==> src/rtl/sbcs_pkg.sv <==
package sbcs_pkg;
  localparam int ADDR_W = 28;
  localparam int DATA_W = 32;
  localparam int LANES  = 4;
  localparam int NUM_CS = 5;
  localparam int MODE_W = 2;
  localparam int WAIT_W = 4;
  localparam int CNT_W  = 8;

  localparam logic [MODE_W-1:0] MODE_PLAIN = 2'h0;
  localparam logic [MODE_W-1:0] MODE_PAGE  = 2'h1;
  localparam logic [MODE_W-1:0] MODE_SDRAM = 2'h2;

  localparam logic [NUM_CS-1:0] BOOT_SELECT = 5'h01;
  localparam logic [WAIT_W-1:0] BOOT_WAIT   = 4'hf;
  localparam logic [CNT_W-1:0]  UNMAPPED_TIMEOUT = 8'h3f;

  // column strobe patterns, bit 3 highest strobe
  localparam logic [3:0] STROBES_IDLE = 4'hf;
  localparam logic [3:0] SD_ACTIVATE  = 4'h7;
  localparam logic [3:0] SD_READ_AP   = 4'hb;
  localparam logic [3:0] SD_WRITE_AP  = 4'h9;
  localparam logic [3:0] SD_NOP       = 4'hf;

  localparam logic       RST_BUS_CLK = 1'b0;
  localparam logic [2:0] RST_SYNC    = 3'h7;

  typedef enum logic [2:0] {
    S_IDLE,
    S_ADDR,
    S_WAIT,
    S_ACK,
    S_REL
  } sbcs_state_e;
endpackage : sbcs_pkg

==> src/rtl/sbcs_port.sv <==
`timescale 1ns/10ps
module sbcs_port #(
  parameter logic [7:0] TIMEOUT = sbcs_pkg::UNMAPPED_TIMEOUT
) (
  // clock and reset
  input  wire logic                     ref_clk,
  input  wire logic                     rst_n,
  // request side
  input  wire logic                     req_valid,
  input  wire logic                     req_write,
  input  wire logic [27:0]              req_addr,
  input  wire logic [31:0]              req_wdata,
  input  wire logic [3:0]               req_lanes,
  output logic                          req_ready,
  output logic                          rsp_valid,
  output logic [31:0]                   rsp_rdata,
  output logic                          rsp_error,
  output logic                          rsp_burst_end,
  // region configuration
  input  wire logic                     config_done,
  input  wire logic [4:0]               cs_enable,
  input  wire logic [139:0]             cs_base,
  input  wire logic [139:0]             cs_mask,
  input  wire logic [9:0]               cs_mode,
  input  wire logic [19:0]              cs_wait,
  // bus clock
  output logic                          bus_clk,
  // address, data, lanes, direction
  input  wire logic [27:0]              addr_in,
  output logic [27:0]                   addr_out,
  output logic                          addr_oe,
  input  wire logic [31:0]              data_in,
  output logic [31:0]                   data_out,
  output logic                          data_oe,
  input  wire logic [3:0]               byte_lane_select_n_in,
  output logic [3:0]                    byte_lane_select_n_out,
  output logic                          byte_lane_select_oe,
  input  wire logic                     rw_in,
  output logic                          rw_out,
  output logic                          rw_oe,
  // termination
  input  wire logic                     cycle_ack_n_in,
  output logic                          cycle_ack_n_out,
  output logic                          cycle_ack_oe,
  input  wire logic                     error_ack_n_in,
  output logic                          error_ack_n_out,
  output logic                          error_ack_oe,
  // selects and strobes
  output logic                          boot_select_n,
  output logic                          region_select1_n,
  output logic                          region_select2_n,
  output logic                          region_select3_n,
  output logic                          region_select4_n,
  output logic                          col_strobe0_n,
  output logic                          col_strobe1_n,
  output logic                          col_strobe2_n,
  output logic                          col_strobe3_n,
  output logic                          write_strobe_n,
  output logic                          read_strobe_n
);
  localparam int AW = sbcs_pkg::ADDR_W;
  localparam int NC = sbcs_pkg::NUM_CS;
  localparam int MW = sbcs_pkg::MODE_W;
  localparam int WW = sbcs_pkg::WAIT_W;
  localparam int CW = sbcs_pkg::CNT_W;

  sbcs_pkg::sbcs_state_e state;
  sbcs_pkg::sbcs_state_e next_state;

  logic [NC-1:0] sel;
  logic [NC-1:0] cs_n;
  logic [MW-1:0] mode;
  logic [CW-1:0] cnt;
  logic [3:0]    col_n;
  logic [2:0]    ack_s;
  logic [2:0]    err_s;
  logic          ack_lvl;
  logic          err_lvl;

  // other masters never exist, so sensed address, lane and direction levels go unused
  wire unused_in = ^{addr_in, byte_lane_select_n_in, rw_in};

  // region decode, lowest index wins
  // overlapping regions are legal; priority keeps one select low
  logic [NC-1:0] cs_hit;
  logic [MW-1:0] mode_acc [0:NC];
  logic [WW-1:0] wait_acc [0:NC];
  wire  [NC-1:0] first_hit = cs_hit & NC'(~cs_hit + NC'(1));
  assign mode_acc[0] = '0;
  assign wait_acc[0] = '0;
  genvar gi;
  generate
    for (gi = 0; gi < NC; gi++)
    begin : g_dec
      assign cs_hit[gi] = cs_enable[gi] &
        (((req_addr ^ cs_base[gi*AW +: AW]) & cs_mask[gi*AW +: AW]) == '0);
      assign mode_acc[gi+1] = mode_acc[gi] |
        ({MW{first_hit[gi]}} & cs_mode[gi*MW +: MW]);
      assign wait_acc[gi+1] = wait_acc[gi] |
        ({WW{first_hit[gi]}} & cs_wait[gi*WW +: WW]);
    end
  endgenerate

  // before configuration every access goes to the boot device
  wire [NC-1:0] pick_sel  = config_done ? first_hit
                                        : sbcs_pkg::BOOT_SELECT;
  wire [MW-1:0] pick_mode = config_done ? mode_acc[NC]
                                        : sbcs_pkg::MODE_PLAIN;
  wire [WW-1:0] pick_wait = config_done ? wait_acc[NC]
                                        : sbcs_pkg::BOOT_WAIT;

  // launch on edges where bus_clk falls; far end samples on its rise
  wire tick  = bus_clk;
  wire taken = req_valid & req_ready;
  wire ack_on = ~ack_lvl;
  wire err_on = ~err_lvl;
  wire ext_term = ack_on | err_on;
  // no select hit means nobody will answer the cycle
  wire mapped = |sel;

  // states advance only at launch edges; ADDR, ACK and REL last one bus tick each
  always_comb
  begin
    next_state = state;
    if (tick)
      case (state)
        sbcs_pkg::S_IDLE: if (taken) next_state = sbcs_pkg::S_ADDR;
        sbcs_pkg::S_ADDR: next_state = sbcs_pkg::S_WAIT;
        sbcs_pkg::S_WAIT:
          if (ext_term)
            next_state = sbcs_pkg::S_REL;
          else if (cnt == '0)
            next_state = sbcs_pkg::S_ACK;
        sbcs_pkg::S_ACK:  next_state = sbcs_pkg::S_REL;
        sbcs_pkg::S_REL:  next_state = sbcs_pkg::S_IDLE;
        default:          next_state = sbcs_pkg::S_IDLE;
      endcase
  end

  wire [NC-1:0] next_sel   = taken ? pick_sel : sel;
  wire [MW-1:0] next_mode  = taken ? pick_mode : mode;
  wire          next_wr    = taken ? req_write : ~rw_out;
  wire [3:0]    next_lanes_n = taken ? ~req_lanes : byte_lane_select_n_out;
  wire          next_mapped = |next_sel;
  wire next_in_cycle = (next_state == sbcs_pkg::S_ADDR) ||
                       (next_state == sbcs_pkg::S_WAIT);
  wire next_strobe = next_state == sbcs_pkg::S_WAIT;
  wire next_drive  = next_state != sbcs_pkg::S_IDLE;
  wire next_ack_low = next_state == sbcs_pkg::S_ACK;
  // own driver stays on one extra bus tick to pull the line high
  wire next_own = next_ack_low || (next_state == sbcs_pkg::S_REL &&
                                   state == sbcs_pkg::S_ACK);
  wire [NC-1:0] next_cs_n = ~(next_sel & {NC{next_in_cycle}});

  // column strobe selection by region mode
  // sdram cycles always close with auto precharge, so no open row
  // is tracked; the price is an activate on every access
  wire sd_cmd_slot = next_strobe && state == sbcs_pkg::S_ADDR;
  wire [3:0] sd_cmd =
    (next_state == sbcs_pkg::S_ADDR) ? sbcs_pkg::SD_ACTIVATE :
    sd_cmd_slot ? (next_wr ? sbcs_pkg::SD_WRITE_AP
                           : sbcs_pkg::SD_READ_AP)
                : sbcs_pkg::SD_NOP;
  wire [3:0] page_n = next_strobe ? next_lanes_n
                                  : sbcs_pkg::STROBES_IDLE;
  wire [3:0] next_col_n =
    !next_mapped ? sbcs_pkg::STROBES_IDLE :
    (next_mode == sbcs_pkg::MODE_SDRAM) ? sd_cmd :
    (next_mode == sbcs_pkg::MODE_PAGE)  ? page_n
                                        : sbcs_pkg::STROBES_IDLE;

  // three-stage sync on the sensed terminations; a change counts
  // only once stages two and three agree, so a glitch is dropped
  always_ff @(posedge ref_clk)
  begin
    if (!rst_n)
    begin
      ack_s   <= sbcs_pkg::RST_SYNC;
      err_s   <= sbcs_pkg::RST_SYNC;
      ack_lvl <= 1'b1;
      err_lvl <= 1'b1;
    end
    else
    begin
      ack_s <= {ack_s[1:0], cycle_ack_n_in};
      err_s <= {err_s[1:0], error_ack_n_in};
      if (ack_s[1] == ack_s[2])
        ack_lvl <= ack_s[2];
      if (err_s[1] == err_s[2])
        err_lvl <= err_s[2];
    end
  end

  // ready only in the cycle before a launch edge, so a taken
  // request always lands on the edge that starts the address tick
  always_ff @(posedge ref_clk)
  begin
    if (!rst_n)
    begin
      bus_clk   <= sbcs_pkg::RST_BUS_CLK;
      state     <= sbcs_pkg::S_IDLE;
      req_ready <= 1'b0;
      rsp_valid <= 1'b0;
    end
    else
    begin
      bus_clk   <= ~bus_clk;
      req_ready <= (next_state == sbcs_pkg::S_IDLE) & ~bus_clk;
      rsp_valid <= tick & (state == sbcs_pkg::S_REL);
      state     <= next_state;
    end
  end

  // pin drivers, updated only at launch edges
  // strobes and selects settle half a bus tick before the far end
  // samples them on the rising bus clock
  always_ff @(posedge ref_clk)
  begin
    if (!rst_n)
    begin
      cs_n                <= '1;
      col_n               <= sbcs_pkg::STROBES_IDLE;
      write_strobe_n      <= 1'b1;
      read_strobe_n       <= 1'b1;
      addr_oe             <= 1'b0;
      byte_lane_select_oe <= 1'b0;
      rw_oe               <= 1'b0;
      data_oe             <= 1'b0;
      cycle_ack_oe        <= 1'b0;
      cycle_ack_n_out     <= 1'b1;
      error_ack_oe        <= 1'b0;
      error_ack_n_out     <= 1'b1;
    end
    else if (tick)
    begin
      cs_n           <= next_cs_n;
      col_n          <= next_col_n;
      write_strobe_n <= ~(next_strobe & next_mapped & next_wr);
      read_strobe_n  <= ~(next_strobe & next_mapped & ~next_wr);
      addr_oe             <= next_drive;
      byte_lane_select_oe <= next_drive;
      rw_oe               <= next_drive;
      // write data stays driven through the acknowledge tick so a
      // late sampling peripheral still sees the word
      data_oe <= next_wr & (next_strobe ||
                            next_state == sbcs_pkg::S_ACK);
      cycle_ack_oe    <= next_own & mapped;
      cycle_ack_n_out <= ~(next_ack_low & mapped);
      error_ack_oe    <= next_own & ~mapped;
      error_ack_n_out <= ~(next_ack_low & ~mapped);
    end
  end

  // cycle fields and result capture
  // an unmapped cycle has nobody to answer it, so the port ends it
  // itself with an error after the timeout rather than hanging
  // read data is taken unsynchronised at the terminating edge;
  // the peripheral must hold it while the read strobe is low
  always_ff @(posedge ref_clk)
  begin
    if (!rst_n)
    begin
      sel                    <= '0;
      mode                   <= sbcs_pkg::MODE_PLAIN;
      cnt                    <= '0;
      addr_out               <= '0;
      data_out               <= '0;
      byte_lane_select_n_out <= '1;
      rw_out                 <= 1'b1;
      rsp_rdata              <= '0;
      rsp_error              <= 1'b0;
      rsp_burst_end          <= 1'b0;
    end
    else if (taken)
    begin
      sel      <= pick_sel;
      mode     <= pick_mode;
      cnt      <= (|pick_sel) ? CW'(pick_wait) : TIMEOUT;
      addr_out <= req_addr;
      data_out <= req_wdata;
      byte_lane_select_n_out <= ~req_lanes;
      rw_out   <= ~req_write;
    end
    else if (tick && state == sbcs_pkg::S_WAIT)
    begin
      if (next_state != sbcs_pkg::S_WAIT)
      begin
        rsp_rdata     <= data_in;
        rsp_error     <= ext_term ? (err_on & ~ack_on) : ~mapped;
        rsp_burst_end <= ext_term & err_on & ack_on;
      end
      else
        cnt <= cnt - CW'(1);
    end
  end

  // pins come straight from the select and strobe registers
  assign boot_select_n    = cs_n[0];
  assign region_select1_n = cs_n[1];
  assign region_select2_n = cs_n[2];
  assign region_select3_n = cs_n[3];
  assign region_select4_n = cs_n[4];
  assign col_strobe0_n    = col_n[0];
  assign col_strobe1_n    = col_n[1];
  assign col_strobe2_n    = col_n[2];
  assign col_strobe3_n    = col_n[3];
endmodule : sbcs_port

==> config.mk <==
export PLATFORM = sky130hd
export DESIGN_NAME = sbcs_port
export DESIGN_NICKNAME = d
export VERILOG_FILES = /design/src/rtl/sbcs_pkg.sv /design/src/rtl/sbcs_port.sv
export SDC_FILE = /design/constraint.sdc
export NUM_CORES = 1
export LEC_CHECK = 0
export BUFFER_PORTS_ARGS = -buffer_cell sky130_fd_sc_hd__buf_2
export CELL_PAD_IN_SITES_DETAIL_PLACEMENT = 1
export CELL_PAD_IN_SITES_GLOBAL_PLACEMENT = 1
export CORE_AREA = 8 8 215 217
export DETAILED_ROUTE_END_ITERATION = 8
export DIE_AREA = 0 0 223 225
export HOLD_SLACK_MARGIN = 0.12
export PLACE_DENSITY = 0.67
export SLEW_MARGIN = 0
export SYNTH_ARGS = -nofsm -noshare
export SYNTH_HDL_FRONTEND = slang
export SYNTH_SLANG_ARGS = --single-unit
==> constraint.sdc <==
create_clock -name ref_clk -period 5.4 [get_ports ref_clk]
set_input_delay 0.27 -clock ref_clk [delete_from_list [all_inputs] [get_ports ref_clk]]
set_output_delay 0.27 -clock ref_clk [all_outputs]
set_load 0.01 [all_outputs]
==> After elaboration in Yosys (flattened, before gate mapping) <==
Cells that the tools add are included.
{ "word_totals": {"ff_bits": 145, "inputBits": 451, "output_inout_bits": 121, "wordCells": 154} }
{ "op_classes": {"add_sub_neg": 2, "eq_ne": 14, "mux": 24, "bitwise": 65, "n_reduce_logical": 21} }
{ "ops": {"columns": ["cell", "n"], "rows": [
  ["bitwise AND 28 bit", 5],
  ["logical NOT 28 bit", 5],
  ["bitwise XOR 28 bit", 5],
  ["two-way mux 4 bit", 7],
  ["two-way mux 8 bit", 3],
  ["bitwise AND 4 bit", 5],
  ["bitwise AND 1 bit", 19],
  ["OR 4 bit", 4],
  ["two-way mux 3 bit", 5],
  ["OR reduction 5 bit", 3],
  ["== test 3 x 2 -> 1 bit, second input constant", 4],
  ["inverter 1 bit", 12],
  ["one-hot mux 3 bit (4 select lines)", 1],
  ["bitwise AND 2 bit", 5],
  ["bitwise AND 5 bit", 2],
  ["two-way mux 5 bit", 2],
  ["inverter 5 bit", 2],
  ["logical NOT 8 bit", 1],
  ["OR 2 bit", 4],
  ["subtractor 8 x 1 -> 8 bit, second input constant", 1],
  ["== test 3 x 1 -> 1 bit, second input constant", 2],
  ["== test 3 bit, second input constant", 2],
  ["logical NOT 3 bit", 2],
  ["two-way mux 2 bit", 3],
  ["16 further kinds", 22]
]} }

==> Logic depth before layout (Yosys ltp) <==
{ "depth": {"ltp_word": 18, "mapped_depth": 12, "mapped_depth_nobuf": 10} }

==> Least setup slack after synthesis <==
Ideal clock, no wire load.
{ "synth_path": {"path_kind": "input to register", "from": "input req_addr[26]", "to": "register col_n[1]", "setup_time_ns": 0.119, "arrival_time_ns": 2.986, "setup_slack_ns": 2.296, "cell_stages": 11, "path_buffers": 2, "path_cell_list": "clkbuf_1 xor2_1 a222oi_1 nand3_1 or4_1 buf_2 a311oi_2 nor2_1 a211o_1 or4b_1 o221a_1"} }
{ "synth_between": {"elab_chain_cells": 18, "word_cells_on_any_way": 42, "cone_classes": "add/sub (1); eq/ne (2); mux (7); bitwise (26); reduce/logical (6)"} }
{ "synth_rtl": {"columns": ["item", "line", "rtl"], "rows": [
  ["start, declared", "sbcs_port.sv:11", "input wire logic [27:0] req_addr,"],
  ["bitwise XOR 28 bit", "sbcs_port.sv:96", "(((req_addr ^ cs_base[gi*AW +: AW]) & cs_mask[gi*AW +: AW]) == '0);"],
  ["bitwise AND 28 bit", "sbcs_port.sv:96", null],
  ["logical NOT 28 bit", "sbcs_port.sv:96", null],
  ["bitwise AND 1 bit", "sbcs_port.sv:95", "assign cs_hit[gi] = cs_enable[gi] &"],
  ["inverter 5 bit", "sbcs_port.sv:88", "wire [NC-1:0] first_hit = cs_hit & NC'(~cs_hit + NC'(1));"],
  ["adder 5 x 1 -> 5 bit", "sbcs_port.sv:88", null],
  ["bitwise AND 5 bit *", "sbcs_port.sv:88", null],
  ["bitwise AND 2 bit", "sbcs_port.sv:98", "({MW{first_hit[gi]}} & cs_mode[gi*MW +: MW]);"],
  ["OR 2 bit (4 in series)", "sbcs_port.sv:97", "assign mode_acc[gi+1] = mode_acc[gi] |"],
  ["two-way mux 2 bit", "sbcs_port.sv:107", "wire [MW-1:0] pick_mode = config_done ? mode_acc[NC]"],
  ["two-way mux 2 bit", null, null],
  ["== test 2 x 1 -> 1 bit", "sbcs_port.sv:169", "(next_mode == sbcs_pkg::MODE_PAGE) ? page_n"],
  ["two-way mux 4 bit", "sbcs_port.sv:169", null],
  ["two-way mux 4 bit", "sbcs_port.sv:168", "(next_mode == sbcs_pkg::MODE_SDRAM) ? sd_cmd :"],
  ["two-way mux 4 bit *", "sbcs_port.sv:167", "!next_mapped ? sbcs_pkg::STROBES_IDLE :"],
  ["end signal, assigned", "sbcs_port.sv:222", "col_n <= sbcs_pkg::STROBES_IDLE;"],
  ["end signal, assigned", "sbcs_port.sv:237", "col_n <= next_col_n;"],
  ["end, declared", "sbcs_port.sv:74", "logic [3:0] col_n;"]
]} }
Mark *: on every way between the ends. The rest lies on a longest branch, timed or not.
A chain may end at the register's enable or synchronous reset.

==> Worst setup path after layout <==
{ "layout_path": {"from": "input req_addr[23]", "to": "register col_n[2]"} }
Same word-level chain as after synthesis.

==> insert_results.sql <==
INSERT INTO impl_metrics (metric_group, metric, value, unit) VALUES
('sta', 'fmaxAchievable', '294', 'MHz'),
('clock_tree', 'clk_path_buf_depth', '2', ''),
('setup_path', 'worstPathArrival', '3.74', 'ns'),
('synth', 'yosys.cell_types.count', '56', ''),
('power', 'switching_power', '884', 'uW'),
('power', 'p_leak', '0.00582', 'uW'),
('power', 'cell_internal_pwr', '2070', 'uW'),
('final_layout', 'nFillCells', '5219', ''),
('clock_tree', 'post-cts-setup-buffers', '0', ''),
('floorplanning', 'die-height', '225', 'um'),
('setup_path', 'worstReg2RegEnd', 'col_n[2]', ''),
('placement', 'post-place-ws', '1.52', 'ns'),
('setup_path', 'timing.critical_path.to', 'col_n[2]', ''),
('sta', 'final.period_utilization', '63.1', '%'),
('drt', 'antenna_left', '0', ''),
('sta', 'worst_slew_pin_slew', '0.982', 'ns'),
('setup_path', 'reg2regPathDepth', '7', ''),
('sta', 'maxSlewViolCount', '0', ''),
('sta', 'timing.final.hold_violations', '0', ''),
('power', 'clock_power_share', '41.9', '%'),
('synth', 'post_synth_and_or_nand_nor_area_fraction', '19.5', '%'),
('placement', 'input_output_buffers', '538', ''),
('outcome', 'status', 'finished, final reports clean', ''),
('global_route', 'first_global_vias', '10400', ''),
('final_layout', 'nNetsFinal', '1931', ''),
('synth', 'synth-seq-cells', '145', ''),
('setup_path', 'regToRegSetupSlack', '2.36', 'ns'),
('clock_tree', 'clock_tree_from_tritoncts', 'yes', ''),
('global_route', 'grt_antenna_before_repair', '17', ''),
('synth', 'synth-compound-area-share', '18.9', '%'),
('run', 'maxCapViolations', '0', ''),
('min_path', 'min-delay-path-class', 'in2reg', ''),
('power', 'pwr-share-seq', '38.1', '%'),
('synth', 'ys_dominant_reg_cell', 'dfxtp_1', ''),
('setup_path', 'rr_startpoint', 'bus_clk', ''),
('drt', 'detailedRoute.firstPassIterationCount', '5', ''),
('placement', 'gp_routability_congestion', '0.895', ''),
('sta', 'unrepaired_setup_endpoints_after_global_routing', 'no', ''),
('floorplanning', 'die-area', '50200', 'um^2'),
('drt', 'route.vias.total', '9227', ''),
('setup_path', 'timing.critical_path.from', 'req_addr[23]', ''),
('synth', 'synth.avg_cell_area', '8.55', 'um^2'),
('power', 'powerDensity', '240', 'nW/um^2'),
('floorplanning', 'io_pins', '572', ''),
('placement', 'post_dp_hpwl', '40500', 'um'),
('sta', 'timing.max_slew.rel_slack', '34.5', '%'),
('drt', 'viasPerCell', '4.52', ''),
('drt', 'drt-total-wl', '49200', 'um'),
('synth', 'combinational_family_with_the_most_area_after_synthesis', 'simple AND/OR/NAND/NOR gates', ''),
('sta', 'min_period', '3.40', 'ns'),
('drt', 'drcViolationCount', '0', ''),
('synth', 'mappedNetlistArea', '7860', 'um^2'),
('sta', 'finClkSkew', '0.0132', 'ns'),
('sta', 'worst_slack', '2.00', 'ns'),
('clock_tree', 'cell_chosen_for_the_clock_root', 'clkbuf_16', ''),
('synth', 'yosysWarnings', '0', ''),
('clock_tree', 'tritoncts_num_sinks', '145', ''),
('synth', 'postSynth.asyncResetShare', '0', '%'),
('sta', 'timing.final.setup_violations', '0', ''),
('global_route', 'grt_remaining_overflow', '0', ''),
('setup_path', 'cp.required', '5.73', 'ns'),
('power', 'p_comb_share', '20.1', '%'),
('synth', 'post_synth_xor_area_fraction', '16.4', '%'),
('global_route', 'grt_start_max_net_pins', '81', ''),
('floorplanning', 'start_util', '18.4', '%'),
('clock_tree', 'cts.htree.levels', '4', ''),
('synth', 'synth.net_count', '1373', ''),
('global_route', 'global_route.usage.total', '18.9', '%'),
('clock_tree', 'skew_pair_late_insertion_delay', '0.45', 'ns'),
('synth', 'sequential_area_share_after_synthesis', '36.9', '%'),
('drt', 'drt_first_iter_violations', '405', '');
## cell usage after synthesis, types with 4 or more instances
cell type | number | area (um^2)
nand2_1 | 157 | 589
dfxtp_1 | 145 | 2900
xor2_1 | 141 | 1230
a22oi_1 | 63 | 473
a21boi_0 | 62 | 465
clkbuf_1 | 54 | 203
nor2b_1 | 42 | 263
mux2i_1 | 32 | 320
nor2_1 | 23 | 86.3
nand3_1 | 19 | 95.1
nand4_1 | 18 | 113
o21ai_0 | 16 | 80.1
a21oi_1 | 15 | 75.1
nor4_1 | 10 | 62.6
inv_1 | 9 | 33.8
nand2b_1 | 9 | 56.3
buf_1 | 7 | 26.3
and2_1 | 6 | 37.5
nor3_1 | 6 | 30.0
xnor2_1 | 6 | 52.6
a222oi_1 | 5 | 50.1
and3_1 | 5 | 31.3
or4_1 | 5 | 37.5
a211oi_1 | 4 | 30.0
buf_2 | 4 | 20.0
nor3b_1 | 4 | 30.0
o211ai_1 | 4 | 30.0
o22a_1 | 4 | 35.0
## metal layers
metal  track usage, %  vias up  share of wire (%)
met5                0        -               0.17
met4             6.52       12                3.2
met3             7.26       75                8.3
met2             34.4      401                 51
met1             19.8     4433                 37
li1                 -     4306                  -
## sequential cells by signal (all words and copies together), names as in the netlist, 2 cells and up
register	flops
addr_out	28
byte_lane_select_n_out	4
rsp_rdata	32
err_s	3
ack_s	3
cnt	8
state	3
col_n	4
data_out	32
mode	2
sel	5
cs_n	5
## cell families after synthesis
kind of cell / count (synthesis)
and+or+nand+nor: 315
AOI/OAI and AO/OA: 201
xor gates and xnor gates: 147
DFF: 145
buffers and inverters: 78
muxes: 32
adders and majority gates: 2
## layout make-up
type                    count  area, um^2  area share, %
diodes                      5        12.5          0.102
clock buffers              18         429           3.49
clock inverters            14         169           1.38
inverters                  10        37.5          0.306
multi-input cells         697        4680           38.1
flip-flops and latches    145        2900           23.6
well taps                 546         683           5.56
repair buffers            607        3370           27.4
## placed cells by master, fill, tap and decap left out, types with 4 or more instances in the layout
cell type      instances
a21boi_0              62
o211ai_1               4
clkbuf_16             17
nand4_1               18
xor2_1               141
mux2i_1               32
nor3_1                 6
buf_2                537
nand3_1               18
nand2b_1               9
nor4_1                 7
nand2_1              156
inv_6                  5
and2_1                 5
a222oi_1               5
inv_1                  9
and3_1                 5
xnor2_1                6
a211oi_1               4
o22a_1                 4
diode_2                5
buf_4                  8
o21ai_0               16
a21oi_1               15
nor3b_1                4
dlygate4sd3_1         62
nor4_2                 5
nor2b_1               42
dfxtp_1              145
a22oi_1               63
or4_1                  5
nor2_1                23
## worst min path at each step
stage,to,cells past startpoint,from
after detailed placement,err_s[1],1,err_s[0]
after global placement,ack_s[1],1,ack_s[0]
final,rsp_rdata[0],3,data_in[0]
after CTS,data_out[18],3,req_wdata[18]
after global routing,data_out[18],3,req_wdata[18]
after floorplan,ack_s[0],1,cycle_ack_n_in
## power by group through the flow
stage | Sequential (uW) | Clock (uW) | Combinational, uW
global route | 1130 | 1310 | 641
global placement | 1140 | 0 | 547
floorplan | 1150 | 0 | 232
CTS | 1120 | 1280 | 596
finish | 1120 | 1240 | 592
detailed placement | 1150 | 0 | 555
## per-stage QoR
stage	utilization (%)	std cells	hold WS, ns	power, uW	instance area, um^2
4_1_cts	28.7	2037	0.144	3000	12300
3_5_place_dp	25.9	1943	0.398	1700	11100
3_3_place_gp	25.9	1943	0.396	1690	11100
5_1_grt	28.8	2041	0.145	3080	12300
6_report	28.8	2042	0.147	2950	12300
2_1_floorplan	-	920	0.371	1390	7860
## critical path: stages
cell      delay [ns]
buf_2           0.34
xor2_1          0.14
a22oi_1         0.18
nand4_1         0.42
or4_1           0.83
a311oi_1        0.36
nor2_1          0.08
a211oi_1        0.60
nand4_1         0.21
o221a_2         0.29
## timing repair
item / in CTS / in global routing
hold endpoints to repair: 62 / 0
hold buffers: 62 / 0
gates resized for setup: 0 / 0
setup endpoints to repair: 0 / 0
(Power assumes the default switching activity.)
